[src/design/fdr_map.svh]
// register offsets, field positions, reset values and timing figures
// How it works
// RL1: writing 1 to boost bit 7 asks for a software reset; it reads 0.
// RL2: boost bit 3 enables LED short fault detection, on by default.
// RL3: boost bit 2 set limits the converter to pass mode, else normal boost.
// RL4: boost bit 1 picks 2MHz when 0 (default) and 4MHz when 1.
// RL5: boost bit 0 picks 1.9A when 0 and 2.8A when 1 (default).
// RL6: timeout 10..100ms by 10, 150..400ms by 50, default 150, x4 high torch.
// RL7: thermistor bit 6 sets torch polarity, frozen while enabled; a software reset still clears it to 0.
// RL8: primary faults 7..0: tx, out/LED1/LED2 short, ilim, hot, uv, timeout.
// RL9: secondary faults 4..0: short, open, monitor, overvolt, hot; 7:5 read 0.
// RL10: last flash holds the latest 7-bit monitor current code.
// RL11: mode 00 standby, 01 IR, 10 torch, 11 flash; non-standby is enabled.
// RL12: a software reset returns writable registers to defaults.
// RL13: flag, identification and last flash registers ignore host writes.
`ifndef FDR_MAP_SVH
`define FDR_MAP_SVH
// ==========================================
// offsets
`define FDR_OFS_BOOST 8'h07
`define FDR_OFS_TIMING 8'h08
`define FDR_OFS_THERM 8'h09
`define FDR_OFS_FAULT_PRI 8'h0A
`define FDR_OFS_FAULT_SEC 8'h0B
`define FDR_OFS_DEV_ID 8'h0C
`define FDR_OFS_LAST_FLASH 8'h0D
// ==========================================
// fields
`define FDR_BOOST_SWRST 7
`define FDR_BOOST_SHORT_EN 3
`define FDR_BOOST_PASS 2
`define FDR_BOOST_FREQ 1
`define FDR_BOOST_ILIM 0
`define FDR_THERM_POL 6
`define FDR_THERM_OPEN_EN 5
`define FDR_THERM_SHORT_EN 4
`define FDR_THERM_FUNC 0
// ==========================================
// reset values
`define FDR_BOOST_RST 8'h09
`define FDR_TIMING_RST 8'h1A
`define FDR_THERM_RST 8'h08
`define FDR_LAST_FLASH_RST 7'h00
// ==========================================
// timing figures in ms
`define FDR_TMO_FINE_CODES 4'hA
`define FDR_TMO_FINE_STEP_MS 11'h00A
`define FDR_TMO_COARSE_BASE_MS 11'h096
`define FDR_TMO_COARSE_STEP_MS 11'h032
`define FDR_TMO_HIGH_SCALE 11'h004
`define FDR_RAMP_FIRST_MS 11'h001
`define FDR_RAMP_SECOND_MS 11'h020
`endif

[src/design/fdr_pkg.sv]
// types shared by the flash driver register bank
package fdr_pkg;
  typedef enum logic [1:0] {
    FDR_MODE_STANDBY,
    FDR_MODE_IR,
    FDR_MODE_TORCH,
    FDR_MODE_FLASH
  } fdr_op_mode_t;
  typedef enum logic [2:0] {
    ST_IDLE,
    ST_ADDR,
    ST_ACK_ADDR,
    ST_WR,
    ST_ACK_WR,
    ST_RD,
    ST_ACK_RD
  } fdr_i2c_state_t;
endpackage : fdr_pkg

[src/design/fdr_regs.sv]
// serial-port register bank: boost, timing, thermistor, flags, id
`timescale 1ns/1ps
`include "fdr_map.svh"
module fdr_regs
  import fdr_pkg::*;
#(
  parameter logic [6:0] DEV_ADDR = 7'h30,
  // identity values are arbitrary
  parameter logic [2:0] PART_ID = 3'h5,
  parameter logic [2:0] SILICON_REV = 3'h1,
  parameter bit HIGH_TORCH = 1'b0
) (
  input wire logic i_ref_clk,
  input wire logic i_arst_n,
  input wire logic i_scl,
  input wire logic i_sda,
  output logic o_sda,
  output logic o_sda_oe_n,
  input wire logic [1:0] i_operating_mode_field,
  input wire logic [7:0] i_fault_primary,
  input wire logic [4:0] i_fault_secondary,
  input wire logic i_flash_monitor_valid,
  input wire logic [6:0] i_flash_monitor_code,
  output logic o_soft_reset,
  output logic o_device_enabled,
  output logic o_short_detect_en,
  output logic o_pass_mode_only,
  output logic o_freq_4mhz,
  output logic o_ilim_high,
  output logic [10:0] o_flash_timeout_ms,
  output logic [10:0] o_torch_ramp_ms,
  output logic o_torch_active_low,
  output logic o_torch_pulldown_en,
  output logic o_thermistor_open_en,
  output logic o_thermistor_short_en,
  output logic [2:0] o_temperature_threshold,
  output logic o_torch_pin_function
);
  // ==========================================
  // signals
  fdr_i2c_state_t state_reg;
  logic [3:0] bit_cnt_reg;
  logic [7:0] shift_reg;
  logic [7:0] tx_reg;
  logic [7:0] ptr_reg;
  logic sda_low_reg;
  logic is_read_reg;
  logic first_reg;
  logic nack_reg;
  logic scl_q;
  logic sda_q;
  logic [3:0] boost_reg;
  logic [6:0] timing_reg;
  logic [6:0] therm_reg;
  logic [6:0] last_flash_reg;
  logic soft_reset_reg;
  logic enabled_reg;
  logic [7:0] fault_pri;
  logic [4:0] fault_sec;
  logic [7:0] rd_data;
  logic scl_rise;
  logic scl_fall;
  logic start_det;
  logic stop_det;
  logic byte_end;
  logic addr_hit;
  logic wr_fire;
  logic ptr_fire;
  logic ld_fire;
  logic sw_reset_hit;
  logic dev_enabled;
  fdr_op_mode_t op_mode;

  // ==========================================
  // bus line edges
  always_ff @(posedge i_ref_clk or negedge i_arst_n) begin
    if (!i_arst_n) begin
      scl_q <= 1'b1;
      sda_q <= 1'b1;
    end else begin
      scl_q <= i_scl;
      sda_q <= i_sda;
    end
  end

  assign scl_rise = i_scl && !scl_q;
  assign scl_fall = !i_scl && scl_q;
  assign start_det = i_scl && scl_q && sda_q && !i_sda;
  assign stop_det = i_scl && scl_q && !sda_q && i_sda;
  assign byte_end = scl_fall && (bit_cnt_reg == 4'h8);
  assign addr_hit = (shift_reg[7:1] == DEV_ADDR);
  assign wr_fire = (state_reg == ST_WR) && byte_end && !first_reg;
  assign ptr_fire = (state_reg == ST_WR) && byte_end && first_reg;
  assign ld_fire = scl_fall
                   && (((state_reg == ST_ACK_ADDR) && is_read_reg)
                   || ((state_reg == ST_ACK_RD) && !nack_reg));

  // ==========================================
  // serial protocol state
  always_ff @(posedge i_ref_clk or negedge i_arst_n) begin
    if (!i_arst_n) begin
      state_reg <= ST_IDLE;
      bit_cnt_reg <= 4'h0;
      is_read_reg <= 1'b0;
      first_reg <= 1'b0;
      nack_reg <= 1'b0;
    end else if (start_det) begin
      state_reg <= ST_ADDR;
      bit_cnt_reg <= 4'h0;
      first_reg <= 1'b1;
    end else if (stop_det) begin
      state_reg <= ST_IDLE;
    end else begin
      case (state_reg)
        ST_IDLE: begin
          bit_cnt_reg <= 4'h0;
        end
        ST_ADDR: begin
          if (scl_rise) begin
            bit_cnt_reg <= bit_cnt_reg + 4'h1;
          end else if (byte_end) begin
            if (addr_hit) begin
              state_reg <= ST_ACK_ADDR;
              is_read_reg <= shift_reg[0];
            end else begin
              state_reg <= ST_IDLE;
            end
          end
        end
        ST_ACK_ADDR: begin
          if (scl_fall) begin
            bit_cnt_reg <= 4'h0;
            state_reg <= is_read_reg ? ST_RD : ST_WR;
          end
        end
        ST_WR: begin
          if (scl_rise) begin
            bit_cnt_reg <= bit_cnt_reg + 4'h1;
          end else if (byte_end) begin
            state_reg <= ST_ACK_WR;
          end
        end
        ST_ACK_WR: begin
          if (scl_fall) begin
            bit_cnt_reg <= 4'h0;
            first_reg <= 1'b0;
            state_reg <= ST_WR;
          end
        end
        ST_RD: begin
          if (scl_rise) begin
            bit_cnt_reg <= bit_cnt_reg + 4'h1;
          end else if (byte_end) begin
            state_reg <= ST_ACK_RD;
          end
        end
        ST_ACK_RD: begin
          if (scl_rise) begin
            nack_reg <= i_sda;
          end else if (scl_fall) begin
            bit_cnt_reg <= 4'h0;
            state_reg <= nack_reg ? ST_IDLE : ST_RD;
          end
        end
        default: begin
          state_reg <= ST_IDLE;
        end
      endcase
    end
  end

  // ==========================================
  // receive shifter and register pointer
  always_ff @(posedge i_ref_clk or negedge i_arst_n) begin
    if (!i_arst_n) begin
      shift_reg <= 8'h00;
    end else if (scl_rise
                 && (state_reg == ST_ADDR || state_reg == ST_WR)) begin
      shift_reg <= {shift_reg[6:0], i_sda};
    end
  end

  // pointer advances after every written data byte and as each read byte is loaded for sending
  always_ff @(posedge i_ref_clk or negedge i_arst_n) begin
    if (!i_arst_n) begin
      ptr_reg <= 8'h00;
    end else if (ptr_fire) begin
      ptr_reg <= shift_reg;
    end else if (wr_fire || ld_fire) begin
      ptr_reg <= ptr_reg + 8'h01;
    end
  end

  // ==========================================
  // data line drive
  always_ff @(posedge i_ref_clk or negedge i_arst_n) begin
    if (!i_arst_n) begin
      tx_reg <= 8'h00;
      sda_low_reg <= 1'b0;
    end else if (start_det || stop_det) begin
      sda_low_reg <= 1'b0;
    end else if (ld_fire) begin
      tx_reg <= rd_data;
      sda_low_reg <= !rd_data[7];
    end else if (byte_end) begin
      if (state_reg == ST_ADDR) begin
        sda_low_reg <= addr_hit;
      end else if (state_reg == ST_WR) begin
        sda_low_reg <= 1'b1;
      end else begin
        sda_low_reg <= 1'b0;
      end
    end else if (scl_fall && state_reg == ST_RD) begin
      tx_reg <= {tx_reg[6:0], 1'b0};
      sda_low_reg <= !tx_reg[6];
    end else if (scl_fall) begin
      sda_low_reg <= 1'b0;
    end
  end

  assign o_sda = 1'b0;
  assign o_sda_oe_n = !sda_low_reg;

  // ==========================================
  // mode decode
  assign op_mode = fdr_op_mode_t'(i_operating_mode_field);
  assign dev_enabled = (op_mode != FDR_MODE_STANDBY); // RL11

  always_ff @(posedge i_ref_clk or negedge i_arst_n) begin
    if (!i_arst_n) begin
      enabled_reg <= 1'b0;
    end else begin
      enabled_reg <= dev_enabled; // RL11
    end
  end

  // ==========================================
  // writable registers
  assign sw_reset_hit = wr_fire && (ptr_reg == `FDR_OFS_BOOST)
                        && shift_reg[`FDR_BOOST_SWRST]; // RL1

  always_ff @(posedge i_ref_clk or negedge i_arst_n) begin
    if (!i_arst_n) begin
      boost_reg <= 4'(`FDR_BOOST_RST);
    end else if (sw_reset_hit) begin
      boost_reg <= 4'(`FDR_BOOST_RST); // RL12
    end else if (wr_fire && ptr_reg == `FDR_OFS_BOOST) begin
      boost_reg <= shift_reg[3:0]; // RL2
    end
  end

  always_ff @(posedge i_ref_clk or negedge i_arst_n) begin
    if (!i_arst_n) begin
      timing_reg <= 7'(`FDR_TIMING_RST);
    end else if (sw_reset_hit) begin
      timing_reg <= 7'(`FDR_TIMING_RST); // RL12
    end else if (wr_fire && ptr_reg == `FDR_OFS_TIMING) begin
      timing_reg <= shift_reg[6:0];
    end
  end

  // polarity ignores host writes while any mode other than standby is selected
  always_ff @(posedge i_ref_clk or negedge i_arst_n) begin
    if (!i_arst_n) begin
      therm_reg <= 7'(`FDR_THERM_RST);
    end else if (sw_reset_hit) begin
      therm_reg <= 7'(`FDR_THERM_RST); // RL12
    end else if (wr_fire && ptr_reg == `FDR_OFS_THERM) begin
      therm_reg[5:0] <= shift_reg[5:0];
      if (!dev_enabled) begin
        therm_reg[`FDR_THERM_POL] <= shift_reg[`FDR_THERM_POL]; // RL7
      end
    end
  end

  always_ff @(posedge i_ref_clk or negedge i_arst_n) begin
    if (!i_arst_n) begin
      soft_reset_reg <= 1'b0;
    end else begin
      soft_reset_reg <= sw_reset_hit; // RL1
    end
  end

  // ==========================================
  // status registers
  always_ff @(posedge i_ref_clk or negedge i_arst_n) begin
    if (!i_arst_n) begin
      last_flash_reg <= `FDR_LAST_FLASH_RST;
    end else if (i_flash_monitor_valid) begin
      last_flash_reg <= i_flash_monitor_code; // RL10
    end
  end

  fdr_flag_latch #(
    .W(8)
  ) u_fault_pri (
    .i_ref_clk(i_ref_clk),
    .i_arst_n(i_arst_n),
    .i_event(i_fault_primary), // RL8
    .i_enable({1'b1, {3{boost_reg[`FDR_BOOST_SHORT_EN]}}, 4'hF}), // RL2
    .i_clear(ld_fire && ptr_reg == `FDR_OFS_FAULT_PRI),
    .o_flags(fault_pri)
  );

  fdr_flag_latch #(
    .W(5)
  ) u_fault_sec (
    .i_ref_clk(i_ref_clk),
    .i_arst_n(i_arst_n),
    .i_event(i_fault_secondary), // RL9
    .i_enable({therm_reg[`FDR_THERM_SHORT_EN],
               therm_reg[`FDR_THERM_OPEN_EN], 3'h7}),
    .i_clear(ld_fire && ptr_reg == `FDR_OFS_FAULT_SEC),
    .o_flags(fault_sec)
  );

  // ==========================================
  // read data; unmapped offsets read zero
  always_comb begin
    if (ptr_reg == `FDR_OFS_BOOST) begin
      rd_data = {4'h0, boost_reg}; // RL1
    end else if (ptr_reg == `FDR_OFS_TIMING) begin
      rd_data = {1'b0, timing_reg};
    end else if (ptr_reg == `FDR_OFS_THERM) begin
      rd_data = {1'b0, therm_reg};
    end else if (ptr_reg == `FDR_OFS_FAULT_PRI) begin
      rd_data = fault_pri; // RL8
    end else if (ptr_reg == `FDR_OFS_FAULT_SEC) begin
      rd_data = {3'h0, fault_sec}; // RL9
    end else if (ptr_reg == `FDR_OFS_DEV_ID) begin
      rd_data = {2'h0, PART_ID, SILICON_REV}; // RL13
    end else if (ptr_reg == `FDR_OFS_LAST_FLASH) begin
      rd_data = {1'b0, last_flash_reg}; // RL10
    end else begin
      rd_data = 8'h00;
    end
  end

  // ==========================================
  // timing decode and configuration outputs
  fdr_timing_decode #(
    .HIGH_TORCH(HIGH_TORCH)
  ) u_timing (
    .i_ref_clk(i_ref_clk),
    .i_arst_n(i_arst_n),
    .i_timeout_code(timing_reg[3:0]), // RL6
    .i_ramp_code(timing_reg[6:4]),
    .o_timeout_ms(o_flash_timeout_ms),
    .o_ramp_ms(o_torch_ramp_ms)
  );

  assign o_soft_reset = soft_reset_reg;
  assign o_device_enabled = enabled_reg;
  assign o_short_detect_en = boost_reg[`FDR_BOOST_SHORT_EN]; // RL2
  assign o_pass_mode_only = boost_reg[`FDR_BOOST_PASS]; // RL3
  assign o_freq_4mhz = boost_reg[`FDR_BOOST_FREQ]; // RL4
  assign o_ilim_high = boost_reg[`FDR_BOOST_ILIM]; // RL5
  assign o_torch_active_low = therm_reg[`FDR_THERM_POL]; // RL7
  assign o_torch_pulldown_en = !therm_reg[`FDR_THERM_POL]; // RL7
  assign o_thermistor_open_en = therm_reg[`FDR_THERM_OPEN_EN];
  assign o_thermistor_short_en = therm_reg[`FDR_THERM_SHORT_EN];
  assign o_temperature_threshold = therm_reg[3:1];
  assign o_torch_pin_function = therm_reg[`FDR_THERM_FUNC];
endmodule : fdr_regs

[src/design/fdr_flag_latch.sv]
// sticky fault flags, cleared when the host reads them
`timescale 1ns/1ps
module fdr_flag_latch #(
  parameter int W = 8
) (
  input wire logic i_ref_clk,
  input wire logic i_arst_n,
  input wire logic [W-1:0] i_event,
  input wire logic [W-1:0] i_enable,
  input wire logic i_clear,
  output logic [W-1:0] o_flags
);
  genvar g;
  generate
    for (g = 0; g < W; g++) begin : g_flag
      // a new enabled event wins over a clear in the same cycle
      always_ff @(posedge i_ref_clk or negedge i_arst_n) begin
        if (!i_arst_n) begin
          o_flags[g] <= 1'b0;
        end else if (i_event[g] && i_enable[g]) begin
          o_flags[g] <= 1'b1;
        end else if (i_clear) begin
          o_flags[g] <= 1'b0;
        end
      end
    end
  endgenerate
endmodule : fdr_flag_latch

[src/design/fdr_timing_decode.sv]
// turns timeout and ramp codes into durations in ms
`timescale 1ns/1ps
`include "fdr_map.svh"
module fdr_timing_decode #(
  parameter bit HIGH_TORCH = 1'b0
) (
  input wire logic i_ref_clk,
  input wire logic i_arst_n,
  input wire logic [3:0] i_timeout_code,
  input wire logic [2:0] i_ramp_code,
  output logic [10:0] o_timeout_ms,
  output logic [10:0] o_ramp_ms
);
  logic [10:0] tmo_next;
  logic [10:0] ramp_next;

  always_comb begin
    if (i_timeout_code < `FDR_TMO_FINE_CODES) begin
      tmo_next = 11'((11'(i_timeout_code) + 11'h001)
                 * `FDR_TMO_FINE_STEP_MS); // RL6
    end else begin
      tmo_next = 11'(`FDR_TMO_COARSE_BASE_MS
                 + 11'(i_timeout_code - `FDR_TMO_FINE_CODES)
                 * `FDR_TMO_COARSE_STEP_MS); // RL6
    end
    if (HIGH_TORCH) begin
      tmo_next = 11'(tmo_next * `FDR_TMO_HIGH_SCALE); // RL6
    end
  end

  always_comb begin
    case (i_ramp_code)
      3'h0: ramp_next = 11'h000;
      3'h1: ramp_next = `FDR_RAMP_FIRST_MS;
      default: ramp_next = 11'(`FDR_RAMP_SECOND_MS << (i_ramp_code - 3'h2));
    endcase
  end

  always_ff @(posedge i_ref_clk or negedge i_arst_n) begin
    if (!i_arst_n) begin
      o_timeout_ms <= 11'h000;
      o_ramp_ms <= 11'h000;
    end else begin
      o_timeout_ms <= tmo_next;
      o_ramp_ms <= ramp_next;
    end
  end
endmodule : fdr_timing_decode

[config.mk]
export PLATFORM = sky130hd
export DESIGN_NAME = fdr_regs
export DESIGN_NICKNAME = d
export VERILOG_FILES = /design/src/design/fdr_pkg.sv /design/src/design/fdr_regs.sv /design/src/design/fdr_flag_latch.sv /design/src/design/fdr_timing_decode.sv
export VERILOG_INCLUDE_DIRS = /design/src /design/src/design
export SDC_FILE = /design/constraint.sdc
export NUM_CORES = 1
export LEC_CHECK = 0
export ABC_CLOCK_PERIOD_IN_PS = 5900
export BUFFER_PORTS_ARGS = -buffer_cell sky130_fd_sc_hd__clkbuf_2
export CAP_MARGIN = 20
export CORE_MARGIN = 2
export CORE_UTILIZATION = 64
export CTS_BUF_LIST = sky130_fd_sc_hd__clkbuf_16
export CTS_CLUSTER_DIAMETER = 100
export DETAILED_ROUTE_END_ITERATION = 7
export PLACE_DENSITY = 0.86
export SYNTH_ARGS = -nofsm -noshare
export SYNTH_HDL_FRONTEND = slang
export SYNTH_SLANG_ARGS = --single-unit
export TNS_END_PERCENT = 1
[constraint.sdc]
create_clock -name i_ref_clk -period 5.9 [get_ports i_ref_clk]
set_input_delay 0.59 -clock i_ref_clk [delete_from_list [all_inputs] [get_ports i_ref_clk]]
set_output_delay 0.59 -clock i_ref_clk [all_outputs]
set_load 0.03 [all_outputs]
==> results.json <==
{
  "fin_crit_ns": 4.224,
  "timing.rr.end": "u_timing.o_timeout_ms[10]",
  "grt_pass1_vias": 4356,
  "synth_ff_type": "dfrtp_1",
  "hp-class": "in -> async",
  "r2r_start": "timing_reg[1]",
  "async_flop_share_pct": 100.0,
  "vias_per_cell": 6.276,
  "finalNetCount": 671,
  "start_util_pct": 66.71,
  "syn_to_final_growth_pct": 11.28,
  "worst_setup_hold_path_clk_slew_ns": 0.07,
  "ant_nets": 0,
  "portBuffers": 58,
  "yosysSeqAreaShare_pct": 42.21,
  "post-route-period-util_pct": 71.60,
  "syn_area_per_cell_sq_um": 9.817,
  "core_area_sq_um": 8299,
  "drt_first_pass_iters": 5,
  "cts_resized": 0,
  "synthDistinctLibCells": 72,
  "cts_buffers": 9,
  "wl_mm": 13.05,
  "rsz0062_at_grt": "no",
  "die_y_um": 97.01,
  "finalSetupViolations": 0,
  "ys_seq_elements": 93,
  "tritoncts": "done",
  "cts_hold_buf": 0,
  "synth-edff-count": 0,
  "reg2reg_slack_ns": 1.68,
  "slew_headroom_pct": 43.55,
  "grt_max_degree": 91,
  "setup_tns_ns": 0,
  "power_mw": 1.686,
  "antenna_cells": 0,
  "numClockSinks": 93,
  "ctsHtreeMaxLevel": 3,
  "top_register": "u_timing.o_timeout_ms",
  "finish.instance_area_sq_um": 6161,
  "dieArea_sq_um": 9411,
  "worstSetupPathType": "reg -> reg",
  "largest_reg_flops": 10,
  "worstPathArrival_ns": 4.49,
  "pin_count": 65,
  "grt_pass1_wl_mm": 21.36,
  "synth_area_sq_um": 5537,
  "max_freq_mhz": 236.7,
  "slew_viol_final": 0,
  "worst_pin_slew_ns": 0.8436,
  "hold_viol": 0,
  "worst_setup_path_start_kind": "flop",
  "crit_required_ns": 6.17,
  "drc": 0,
  "status": "completed",
  "clock_latency_ns": 0.35,
  "cts.path.max_buffers": 2,
  "wl_per_cell_um": 18.20,
  "cts_root_buf": "clkbuf_16",
  "maxCapViolCount": 0,
  "drive_gt1_share_pct": 19.12,
  "hpwl_mm": 9.238,
  "p_per_area_nw_per_um2": 273.6,
  "clock_skew_ns": 0.01207,
  "die_w_um": 97.01,
  "place_congestion": 0.9137,
  "netlist_instances": 564,
  "worst-path-max-fanout": 8,
  "cts_setup_buffers": 0,
  "grtUsageTotal_pct": 27.90,
  "p_leak_nw": 3.038,
  "overflow": 0,
  "peakVddDrop_mv": 0.2055,
  "end_kind": "flop",
  "reg2reg_depth": 13,
  "drtIter0Drc": 287,
  "postPlaceCellArea_sq_um": 5832,
  "post-route-util_pct": 74.23,
  "row_count": 33,
  "vias": 4500,
  "antenna_found_initial": 0,
  "synth.yosys.warnings": 0
}
layout by cell type, fill, tap and decap left out, drive strengths merged, types with 9 or more instances in the layout:
| master | n |
|---|---|
| nand3 | 18 |
| nor2 | 39 |
| mux2 | 15 |
| a21oi | 27 |
| o21ai | 32 |
| nand2 | 46 |
| inv | 35 |
| dfrtp | 85 |
| xnor2 | 9 |
| ha | 31 |
| and3 | 11 |
| a21o | 10 |
| mux2i | 15 |
| clkbuf | 66 |
power breakdown:
| part | total [mW] | internal, mW | leakage, nW | switching, mW |
|---|---|---|---|---|
| combinational | 0.307 | 0.129 | 1.72 | 0.178 |
| sequential | 0.793 | 0.691 | 1.17 | 0.102 |
| clock | 0.586 | 0.302 | 0.149 | 0.284 |
final cells by class:
class,count,area [sq um]
multi-input combinational,411,2939
clock inverter,7,76.32
inverter,31,116.4
timing repair buffer,61,335.3
sequential,93,2337
tap,105,131.4
fill,577,2138
clock buffer,9,225.2
Yosys cell counts, types with 5 or more instances:
cell type  count  area share, %
a31oi_1        5           0.56
buf_4          7           0.95
and3b_1        8            1.3
a21o_1        10            1.4
o31ai_1        7           0.95
and3_1        11            1.2
nor3_1         6           0.54
nor4_1         5           0.56
fa_1           6            2.2
o22ai_1        7           0.79
a21oi_1       27            2.4
nor3b_1        5           0.68
nand3_1       16            1.4
buf_2          5           0.45
ha_1          31            7.0
clkbuf_1      20            1.4
a22o_1         7            1.1
o21a_1         6           0.81
o21ai_0       32            2.9
dfrtp_1       85             38
and2_1         5           0.56
inv_1         31            2.1
nand2b_1       7           0.79
mux2_2        15            3.1
nand2_1       46            3.1
nor2b_1        8           0.90
dfstp_2        8            3.8
nand3b_1       6           0.81
or2_2          6           0.68
nor2_1        38            2.6
xnor2_1        9            1.4
mux2i_1       15            2.7
worst max path at each step:
stage / from / endpoint / slack (ns) / cells after the start
floorplan: timing_reg[1] / u_timing.o_timeout_ms[10] / 2.03 / 13
global route: timing_reg[1] / u_timing.o_timeout_ms[10] / 1.52 / 13
detailed placement: timing_reg[1] / u_timing.o_timeout_ms[10] / 1.70 / 13
CTS: timing_reg[1] / u_timing.o_timeout_ms[10] / 1.68 / 13
global placement: timing_reg[1] / u_timing.o_timeout_ms[10] / 1.89 / 13
finish: timing_reg[1] / u_timing.o_timeout_ms[10] / 1.68 / 13
layer usage:
metal / track usage, % / vias up / share of wire, %
li1: - / 2085 / -
met5: 0 / - / 0
met2: 45.46 / 207 / 48
met3: 4.986 / 46 / 7.2
met1: 36.35 / 2162 / 41
met4: 13.00 / 0 / 3.7
critical path, cell delays in order (launching register included):
cell and delay [ns]:
dfstp_2 0.62, inv_1 0.11, ha_1 0.25, inv_1 0.09
ha_1 0.29, ha_1 0.32, ha_1 0.31, fa_1 0.46
ha_1 0.37, xnor2_1 0.25, a21oi_1 0.13, a221o_1 0.36
nor4_1 0.35, mux2i_1 0.23
cell families (layout without fill, tap and decap cells):
family | count (synthesis) | after routing | synth area share, %
AND/OR/NAND/NOR | 185 | 185 | 18.49
AO/OA/AOI/OAI | 140 | 140 | 17.20
flip-flops | 93 | 93 | 42.21
buffers and inverters | 65 | 108 | 5.039
adder cells (fa/ha/maj) | 37 | 37 | 9.175
multiplexers | 30 | 30 | 5.763
XOR/XNOR | 13 | 13 | 2.057
other | 1 | 6 | 0.06773
per-stage QoR:
step | setup WS (ns) | hold WS [ns] | instances
after global routing | 1.523 | 0.02526 | 717
final | 1.676 | 0.02583 | 717
after global placement | 1.887 | 0.3867 | 700
after CTS | 1.682 | 0.02449 | 716
after detailed placement | 1.703 | 0.3879 | 700
after floorplan | 2.030 | 0.2944 | 569
(Power assumes the default switching activity.)
